[config.mk]
export PLATFORM = sky130hd
export DESIGN_NAME = gpfm_general_pin_function_mux
export DESIGN_NICKNAME = d
export VERILOG_FILES = /design/src/gpfm_pkg.sv /design/src/gpfm_general_pin_function_mux.sv /design/src/gpfm_pin_sync.sv
export VERILOG_INCLUDE_DIRS = /design/src
export SDC_FILE = /design/constraint.sdc
export NUM_CORES = 1
export LEC_CHECK = 0
export BUFFER_PORTS_ARGS = -buffer_cell sky130_fd_sc_hd__buf_2
export CORE_MARGIN = 5
export CORE_UTILIZATION = 55
export CTS_CLUSTER_SIZE = 16
export DETAILED_ROUTE_END_ITERATION = 8
export PLACE_DENSITY = 0.9
export SETUP_SLACK_MARGIN = 0.15
export SLEW_MARGIN = 30
export SYNTH_ARGS = -nofsm -noshare
export SYNTH_HDL_FRONTEND = slang
export SYNTH_SLANG_ARGS = --single-unit
[constraint.sdc]
create_clock -name clock_in -period 4.3 [get_ports clock_in]
set_input_delay 0.645 -clock clock_in [delete_from_list [all_inputs] [get_ports clock_in]]
set_output_delay 0.645 -clock clock_in [all_outputs]
set_load 0.02 [all_outputs]
[src/gpfm_defs.svh]
// gpfm_defs.svh: register offsets, field positions, reset values and function codes
// assumes: included by bare name from the package and the pin function mux module
`ifndef GPFM_DEFS_SVH
`define GPFM_DEFS_SVH

// ==========================================================================
// register offsets
`define GPFM_ADDR_PIN_DIRECTION   12'h06E
`define GPFM_ADDR_IN_SEL_PLANE2   12'h06F
`define GPFM_ADDR_IN_SEL_PLANE1   12'h070
`define GPFM_ADDR_IN_SEL_PLANE0   12'h071
`define GPFM_ADDR_OUT_SEL_PLANE2  12'h072
`define GPFM_ADDR_OUT_SEL_PLANE1  12'h073
`define GPFM_ADDR_OUT_SEL_PLANE0  12'h074
`define GPFM_ADDR_RESERVED_GAP    12'h075
`define GPFM_ADDR_OUT_DRIVE       12'h076
`define GPFM_ADDR_IN_LEVELS       12'h219

// ==========================================================================
// field layout and reset values
`define GPFM_FIELD_LSB            0
`define GPFM_FIELD_MSB            3
`define GPFM_RESET_FIELD          4'h0
`define GPFM_RESERVED_READ        4'h0

// ==========================================================================
// function codes
`define GPFM_SEL_GENERAL          3'h0
`define GPFM_SEL_CODE1            3'h1
`define GPFM_SEL_CODE2            3'h2
`define GPFM_SEL_REF_CHOICE       3'h5

`endif

[src/gpfm_pkg.sv]
// gpfm_pkg.sv: types shared by the pin function mux modules
// assumes: gpfm_defs.svh is on the include path
`include "gpfm_defs.svh"
package gpfm_pkg;
  typedef logic [11:0] gpfm_addr_t;
  typedef logic [7:0]  gpfm_data_t;
  typedef logic [3:0]  gpfm_pins_t;
  typedef logic [2:0]  gpfm_sel_t;
  typedef logic [7:0]  gpfm_clk_en_t;
endpackage
[src/gpfm_general_pin_function_mux.sv]
// gpfm_general_pin_function_mux.sv: four general pins with register-set direction and function
// assumes: plain register port, read data one cycle after the read strobe; status flags
// come from logic on clock_in; the pin wire level is resolved outside from the enables
//
// The strobed register port is this design's own decision.
`timescale 1ns/1ps
`default_nettype none
`include "gpfm_defs.svh"
module gpfm_general_pin_function_mux (
  // clock and reset
  input  wire logic                  clock_in,
  input  wire logic                  rst_n_in,
  // register port
  input  wire gpfm_pkg::gpfm_addr_t  reg_addr_in,
  input  wire gpfm_pkg::gpfm_data_t  reg_wdata_in,
  input  wire logic                  reg_write_in,
  input  wire logic                  reg_read_in,
  output gpfm_pkg::gpfm_data_t       reg_rdata_out,
  // general pins
  input  wire gpfm_pkg::gpfm_pins_t  pin_in,
  output gpfm_pkg::gpfm_pins_t       pin_out,
  output gpfm_pkg::gpfm_pins_t       pin_oe_out,
  // internal status flags
  input  wire logic                  loss_of_lock_in,
  input  wire logic                  holdover_in,
  input  wire logic                  ref0_loss_in,
  input  wire logic                  ref1_loss_in,
  // controls to the rest of the device
  output gpfm_pkg::gpfm_clk_en_t     clock_out_enable_out,
  output gpfm_pkg::gpfm_clk_en_t     clock_out_enable_valid_out,
  output logic                       manual_reference_choice_out,
  output logic                       manual_reference_valid_out
);
  import gpfm_pkg::*;

  // ==========================================================================
  // state
  gpfm_pins_t   dir_ff,      nxt_dir;
  gpfm_pins_t   in_p2_ff,    nxt_in_p2;
  gpfm_pins_t   in_p1_ff,    nxt_in_p1;
  gpfm_pins_t   in_p0_ff,    nxt_in_p0;
  gpfm_pins_t   out_p2_ff,   nxt_out_p2;
  gpfm_pins_t   out_p1_ff,   nxt_out_p1;
  gpfm_pins_t   out_p0_ff,   nxt_out_p0;
  gpfm_pins_t   out_val_ff,  nxt_out_val;
  gpfm_pins_t   in_val_ff,   nxt_in_val;
  gpfm_data_t   rdata_ff,    nxt_rdata;
  gpfm_pins_t   pin_ff,      nxt_pin;
  gpfm_pins_t   oe_ff,       nxt_oe;
  gpfm_clk_en_t clk_en_ff,   nxt_clk_en;
  gpfm_clk_en_t clk_vld_ff,  nxt_clk_vld;
  logic         ref_ff,      nxt_ref;
  logic         ref_vld_ff,  nxt_ref_vld;
  gpfm_pins_t   pin_sync;

  // selects gathered from their bit planes
  function automatic gpfm_sel_t plane_sel(input gpfm_pins_t p2, input gpfm_pins_t p1,
                                          input gpfm_pins_t p0, input int idx);
    plane_sel = {p2[idx], p1[idx], p0[idx]};
  endfunction

  function automatic gpfm_data_t pad_field(input gpfm_pins_t v);
    pad_field = {`GPFM_RESERVED_READ, v};
  endfunction

  // ==========================================================================
  // pin level synchroniser
  gpfm_pin_sync #(
    .WIDTH (4)
  ) u_pin_sync (
    .clock_in (clock_in),
    .rst_n_in (rst_n_in),
    .async_in (pin_in),
    .sync_out (pin_sync)
  );

  // ==========================================================================
  // register file
  always_comb begin
    nxt_dir     = dir_ff;
    nxt_in_p2   = in_p2_ff;
    nxt_in_p1   = in_p1_ff;
    nxt_in_p0   = in_p0_ff;
    nxt_out_p2  = out_p2_ff;
    nxt_out_p1  = out_p1_ff;
    nxt_out_p0  = out_p0_ff;
    nxt_out_val = out_val_ff;
    nxt_rdata   = 8'h00;
    if (reg_write_in) begin
      case (reg_addr_in)
        `GPFM_ADDR_PIN_DIRECTION:  nxt_dir = reg_wdata_in[`GPFM_FIELD_MSB:`GPFM_FIELD_LSB];
        `GPFM_ADDR_IN_SEL_PLANE2:  nxt_in_p2 = reg_wdata_in[`GPFM_FIELD_MSB:`GPFM_FIELD_LSB];
        `GPFM_ADDR_IN_SEL_PLANE1:  nxt_in_p1 = reg_wdata_in[`GPFM_FIELD_MSB:`GPFM_FIELD_LSB];
        `GPFM_ADDR_IN_SEL_PLANE0:  nxt_in_p0 = reg_wdata_in[`GPFM_FIELD_MSB:`GPFM_FIELD_LSB];
        `GPFM_ADDR_OUT_SEL_PLANE2: nxt_out_p2 = reg_wdata_in[`GPFM_FIELD_MSB:`GPFM_FIELD_LSB];
        `GPFM_ADDR_OUT_SEL_PLANE1: nxt_out_p1 = reg_wdata_in[`GPFM_FIELD_MSB:`GPFM_FIELD_LSB];
        `GPFM_ADDR_OUT_SEL_PLANE0: nxt_out_p0 = reg_wdata_in[`GPFM_FIELD_MSB:`GPFM_FIELD_LSB];
        `GPFM_ADDR_OUT_DRIVE:      nxt_out_val = reg_wdata_in[`GPFM_FIELD_MSB:`GPFM_FIELD_LSB];
        default: begin
        end
      endcase
    end
    if (reg_read_in) begin
      case (reg_addr_in)
        `GPFM_ADDR_PIN_DIRECTION:  nxt_rdata = pad_field(dir_ff);
        `GPFM_ADDR_IN_SEL_PLANE2:  nxt_rdata = pad_field(in_p2_ff);
        `GPFM_ADDR_IN_SEL_PLANE1:  nxt_rdata = pad_field(in_p1_ff);
        `GPFM_ADDR_IN_SEL_PLANE0:  nxt_rdata = pad_field(in_p0_ff);
        `GPFM_ADDR_OUT_SEL_PLANE2: nxt_rdata = pad_field(out_p2_ff);
        `GPFM_ADDR_OUT_SEL_PLANE1: nxt_rdata = pad_field(out_p1_ff);
        `GPFM_ADDR_OUT_SEL_PLANE0: nxt_rdata = pad_field(out_p0_ff);
        `GPFM_ADDR_OUT_DRIVE:      nxt_rdata = pad_field(out_val_ff);
        `GPFM_ADDR_IN_LEVELS:      nxt_rdata = pad_field(in_val_ff);
        default:                   nxt_rdata = 8'h00;
      endcase
    end
  end

  always_ff @(posedge clock_in) begin
    if (!rst_n_in) begin
      dir_ff     <= `GPFM_RESET_FIELD;
      in_p2_ff   <= `GPFM_RESET_FIELD;
      in_p1_ff   <= `GPFM_RESET_FIELD;
      in_p0_ff   <= `GPFM_RESET_FIELD;
      out_p2_ff  <= `GPFM_RESET_FIELD;
      out_p1_ff  <= `GPFM_RESET_FIELD;
      out_p0_ff  <= `GPFM_RESET_FIELD;
      out_val_ff <= `GPFM_RESET_FIELD;
      rdata_ff   <= 8'h00;
    end else begin
      dir_ff     <= nxt_dir;
      in_p2_ff   <= nxt_in_p2;
      in_p1_ff   <= nxt_in_p1;
      in_p0_ff   <= nxt_in_p0;
      out_p2_ff  <= nxt_out_p2;
      out_p1_ff  <= nxt_out_p1;
      out_p0_ff  <= nxt_out_p0;
      out_val_ff <= nxt_out_val;
      rdata_ff   <= nxt_rdata;
    end
  end

  // ==========================================================================
  // pin function mux
  always_comb begin
    gpfm_sel_t isel;
    gpfm_sel_t osel;
    isel        = `GPFM_SEL_GENERAL;
    osel        = `GPFM_SEL_GENERAL;
    nxt_in_val  = in_val_ff;
    nxt_pin     = 4'h0;
    nxt_oe      = 4'h0;
    nxt_clk_en  = 8'h00;
    nxt_clk_vld = 8'h00;
    nxt_ref     = ref_ff;
    nxt_ref_vld = 1'b0;
    for (int i = 0; i < 4; i++) begin
      isel = plane_sel(in_p2_ff, in_p1_ff, in_p0_ff, i);
      osel = plane_sel(out_p2_ff, out_p1_ff, out_p0_ff, i);
      if (!dir_ff[i]) begin
        case (isel)
          `GPFM_SEL_GENERAL: nxt_in_val[i] = pin_sync[i];
          `GPFM_SEL_CODE1: begin
            nxt_clk_en[i]  = pin_sync[i];
            nxt_clk_vld[i] = 1'b1;
          end
          `GPFM_SEL_CODE2: begin
            nxt_clk_en[i + 4]  = pin_sync[i];
            nxt_clk_vld[i + 4] = 1'b1;
          end
          `GPFM_SEL_REF_CHOICE: begin
            if (i == 2) begin
              nxt_ref     = pin_sync[i];
              nxt_ref_vld = 1'b1;
            end
          end
          default: begin
          end
        endcase
      end else begin
        nxt_oe[i] = 1'b1;
        if (osel == `GPFM_SEL_GENERAL) begin
          nxt_pin[i] = out_val_ff[i];
        end else begin
          case (i)
            0: nxt_pin[i] = (osel == `GPFM_SEL_CODE1) ? loss_of_lock_in : 1'b0;
            1: nxt_pin[i] = (osel == `GPFM_SEL_CODE1) ? holdover_in : 1'b0;
            2: nxt_pin[i] = (osel == `GPFM_SEL_CODE1) ? ref0_loss_in :
                            (osel == `GPFM_SEL_CODE2) ? ref1_loss_in : 1'b0;
            3: nxt_pin[i] = (osel == `GPFM_SEL_CODE2) ? ref1_loss_in : 1'b0;
            default: nxt_pin[i] = 1'b0;
          endcase
        end
      end
    end
  end

  always_ff @(posedge clock_in) begin
    if (!rst_n_in) begin
      in_val_ff  <= 4'h0;
      pin_ff     <= 4'h0;
      oe_ff      <= 4'h0;
      clk_en_ff  <= 8'h00;
      clk_vld_ff <= 8'h00;
      ref_ff     <= 1'b0;
      ref_vld_ff <= 1'b0;
    end else begin
      in_val_ff  <= nxt_in_val;
      pin_ff     <= nxt_pin;
      oe_ff      <= nxt_oe;
      clk_en_ff  <= nxt_clk_en;
      clk_vld_ff <= nxt_clk_vld;
      ref_ff     <= nxt_ref;
      ref_vld_ff <= nxt_ref_vld;
    end
  end

  // ==========================================================================
  // outputs
  assign reg_rdata_out               = rdata_ff;
  assign pin_out                     = pin_ff;
  assign pin_oe_out                  = oe_ff;
  assign clock_out_enable_out        = clk_en_ff;
  assign clock_out_enable_valid_out  = clk_vld_ff;
  assign manual_reference_choice_out = ref_ff;
  assign manual_reference_valid_out  = ref_vld_ff;
endmodule
`default_nettype wire

[src/gpfm_pin_sync.sv]
// gpfm_pin_sync.sv: two-stage synchroniser for the four pin input levels
// assumes: pins are asynchronous to clock_in; one synchronous active-low reset
`timescale 1ns/1ps
`default_nettype none
module gpfm_pin_sync
  import gpfm_pkg::*;
#(
  parameter int WIDTH = 4
) (
  // clock and reset
  input  wire logic             clock_in,
  input  wire logic             rst_n_in,
  // raw and synchronised levels
  input  wire logic [WIDTH-1:0] async_in,
  output logic      [WIDTH-1:0] sync_out
);
  logic [WIDTH-1:0] stage1_ff;
  logic [WIDTH-1:0] stage2_ff;
  logic [WIDTH-1:0] nxt_stage1;
  logic [WIDTH-1:0] nxt_stage2;

  always_comb begin
    nxt_stage1 = async_in;
    nxt_stage2 = stage1_ff;
  end

  always_ff @(posedge clock_in) begin
    if (!rst_n_in) begin
      stage1_ff <= '0;
      stage2_ff <= '0;
    end else begin
      stage1_ff <= nxt_stage1;
      stage2_ff <= nxt_stage2;
    end
  end

  assign sync_out = stage2_ff;
endmodule
`default_nettype wire

==> results.md <==
- The flow ran to the end, and the final reports show no timing, DRC or antenna violations.
- The number of levels the H-tree was split into is 3.
- Setup repair after global routing left no endpoint under its margin.
- The detail-routed via count per cell is 6.06.
- In this run the post-CTS setup repair buffer count came out at 0.
- In this run the deepest clock path goes through 2 buffers.
- Routability-driven placement finished with a final weighted congestion of 0.919.
- From left edge to right edge, the die measures 84.9 µm.
- Of the cells placed in the final design, the portion with a size suffix greater than 1 is 0.247.
- The worst pin sits at a relative slew slack of 0.575.
- The signal on the critical path passes through buf_2 -> or4_4 -> or4_1 -> o21ai_1 -> a21oi_1.
- The kind of start point of the critical path is an input pin.
- The clock transition at the registers of the reported paths is 0.08 ns.
- The proportion of total power due to net switching is 0.224.
- For this run, the detailed router's first-pass iteration total came to 6.
- The cell area that synthesis handed to floorplanning was 3090 µm².
- The residual overflow from global routing is 0.
- The y dimension of the die is 84.9 µm.
- Power spread over the standard cell area amounts to 373 nW/µm².
- For this configuration, the core starts out at a cell density of 0.564.
- By area the synthesized netlist is led by dfxtp_1, mux2i_1, and2_1.
- The count of hold-fix buffers inserted at cts is 0.
- The slowest stage of the critical path belongs to the cell or4_1.
- The number of nets with antenna violations after detailed routing is 0.
- The critical path endpoint category is a flip-flop.
- The source-to-sink clock delay at the later pin of the worst-skew pair is 0.35 ns.
- The net switching power figure is 301 µW.
- Static timing analysis puts the maximum clock frequency at 479 MHz.
- The detailed-route wire length per cell is 16.9 µm.
- Between clock sinks in the finished design, the worst skew comes to 0.0103 ns.
- At the pin with the least slew margin, the transition time is 0.632 ns.
- The number of clock buffers inserted by TritonCTS is 9.
- The number of port buffers is 57.
- For this design the top-level I/O count stands at 66.
- The relative contribution of combinational cells to total power is 0.048.
- The number of nets in the layout is 395.
- In this run, synthesis produced a sequential element count of 74.
- Counting buffers and inverters, the worst setup path is 5 cells deep.
- Along the worst path, the maximum fanout reaches 8.
- The wire length of the first global-routing pass is 12.5 mm.
- Across the VDD grid, the largest voltage drop is 0.388 mV.
- The top cell type's share of synthesized area is 0.480.
- The die footprint is 7210 µm².
- The clock group share of total power is 0.436.
- The top cell types in the final layout, fill and taps aside, are dfxtp_1, buf_2, and2_1, mux2i_1.
- Along the worst hold path, the cell count comes to 1.
- The most frequent standard cell in the layout excluding fill and tap cells is dfxtp_1.
- Internal power comes to 1.04 mW.
- Data arrives at the worst endpoint at 2.30 ns.
- Of the available clock period, the critical path in the final layout requires 0.486.
- Setup violations remaining at the end of the flow were counted as 0.
- The category of cells accounting for the largest share of critical-path delay is simple AND/OR/NAND/NOR gates.
- During synthesis, Yosys emitted a total of 0 warnings.
- The number of enable flip-flop cells after synthesis is 0.
- Together, buffers and inverters on the worst path number 1.
- The number of distinct library cells after synthesis is 47.
- The worst setup slack after placement is 1.81 ns.
- The number of cells on the worst reg-to-reg path is 4.
- Clock tree synthesis selected as its root buffer the cell clkbuf_8.
- The total of max-cap violations is 0.
- The summed negative setup slack over all endpoints is 0 ns.
- The residual DRC count is 0.
- The post-cts resize count is 0.
- The total routed wirelength is 7.42 mm.
- The minimum setup slack in the final design is 2.21 ns.
- Across all layers, the routed design uses 2666 vias.
- The type of the worst min-delay path is reg -> reg.
- The standard-cell row count is 27.
- The fraction of registers with async set or reset after synthesis is 0.
- The area added between synthesis and finish is 16.3%.
- The most used flip-flop cell after synthesis is dfxtp_1.
- After layout, the minimum clock period comes to 2.09 ns.
- Synthesis produced a netlist whose cell count is 315.
- The sum of net half-perimeters after detailed placement is 5.20 mm.
- The number of pins exceeding their max-slew limit in the final report is 0.
- The TritonCTS clock tree is done.
- The number of hold-slack violations in the final timing report is 0.
- The delay of the slowest critical-path stage is 0.62 ns.
- The sequential-to-total area share from yosys stat is 0.480.
- In the global route stage, overall resource usage came out at 0.215.
- The placeable core region is 5470 µm².
- The number of global-route vias before repair was 2641.
- The pin count of the biggest net entering global routing is 44.
- The repair_antennas step left the layout with diodes totalling 0.
- The share of total power dissipated in sequential elements is 0.516.
- The final standard cell count with taps included and fillers excluded is 440.
- The number of clock sinks is 74.
- The average cell area after synthesis is 9.80 µm².
- The analysis attributes to cell leakage a power of 1.48 nW.
- The first-iteration detailed-routing DRC count is 455.
- The cell taking the most area after synthesis is dfxtp_1.
- The worst setup path is of the in -> reg kind.
- At the worst endpoint, the required time is 4.52 ns.
- After detailed placement, the design holds a cell count of 424.
- The number of antenna violations at the first check in global routing is 0.
## layout make-up
cell class / instances / area (µm²)
Fill cell: 436 / 1880
Sequential cell: 74 / 1480
Tap cell: 72 / 90.1
Clock inverter: 6 / 90.1
Inverter: 2 / 7.51
Multi-Input combinational cell: 218 / 1500
Timing Repair Buffer: 58 / 293
Clock buffer: 10 / 128
## path summary, 6_finish.rpt
| check | start | end | slack [ns] |
|---|---|---|---|
| worst min-delay path | u_pin_sync.nxt_stage2[0] | u_pin_sync.sync_out[0] | 0.44 |
| worst max register to register | in_p0_ff[2] | reg_rdata_out[2] | 2.84 |
| worst max-delay path | reg_addr_in[8] | in_p1_ff[0] | 2.21 |
| worst min register to register | u_pin_sync.nxt_stage2[0] | u_pin_sync.sync_out[0] | 0.44 |
## per-layer routing
| layer | vias up | GRT usage | part of all wire |
|---|---|---|---|
| li1 | 1246 | - | - |
| met3 | 28 | 0.0621 | 0.10 |
| met2 | 159 | 0.343 | 0.46 |
| met5 | - | 0 | 0 |
| met1 | 1233 | 0.268 | 0.41 |
| met4 | 0 | 0.0978 | 0.027 |
## cells in the mapped netlist (2+ instances only)
cell,count
and4_1,2
nor2b_1,2
a22o_1,3
nand4_1,7
nand2_1,2
a31oi_1,3
and2_1,22
clkbuf_1,14
buf_1,4
nor3_2,2
nor2_1,21
nand2b_1,3
and3_1,3
a22oi_1,4
nor4b_1,4
inv_1,2
a222oi_1,3
a21oi_1,21
nor4_2,2
mux2i_1,22
nand4b_1,5
dfxtp_1,74
mux2_2,7
nand3_1,14
o21ai_1,8
buf_4,4
nor3_1,2
nor4_1,8
o21ai_0,14
nand3b_1,6
or3_1,3
and3b_1,3
nor3b_1,7
## logic make-up after synthesis
family / synth area share
multiplexers: 0.104
buffers and inverters: 0.0393
AO/OA/AOI/OAI: 0.109
other: 0.00122
flip-flops: 0.480
AND/OR/NAND/NOR: 0.266
## state kept, by name (all words and copies together), names as in the netlist
register                     count
clock_out_enable_out             8
clock_out_enable_valid_out       8
dir_ff                           4
in_p0_ff                         4
in_p1_ff                         4
in_p2_ff                         4
in_val_ff                        4
manual_reference_choice_out      1
manual_reference_valid_out       1
out_p0_ff                        4
out_p1_ff                        4
out_p2_ff                        4
out_val_ff                       4
pin_oe_out                       4
pin_out                          4
reg_rdata_out                    4
u_pin_sync.nxt_stage2            4
u_pin_sync.sync_out              4
## worst register-to-register path: stages, from the launching register on
cell	delay [ns]
dfxtp_1	0.37
mux4_2	0.48
and3_1	0.19
o21ai_0	0.19
a21oi_1	0.11
## power groups by stage
stage	Combinational [mW]	Clock, mW	Sequential (mW)
global route	0.0706	0.625	0.692
detailed placement	0.0626	0	0.708
CTS	0.0632	0.593	0.691
global placement	0.0609	0	0.707
floorplan	0.0422	0	0.707
finish	0.0649	0.584	0.691
## metrics by stage
step	util	total power [mW]	hold WS (ns)	instance area, µm²
final	0.656	1.34	0.436	3590
after CTS	0.655	1.35	0.439	3580
after detailed placement	0.615	0.770	0.420	3370
after global routing	0.656	1.39	0.458	3590
after floorplan	-	0.749	0.412	3100
after global placement	0.615	0.768	0.416	3370
(Power assumes the default switching activity.)
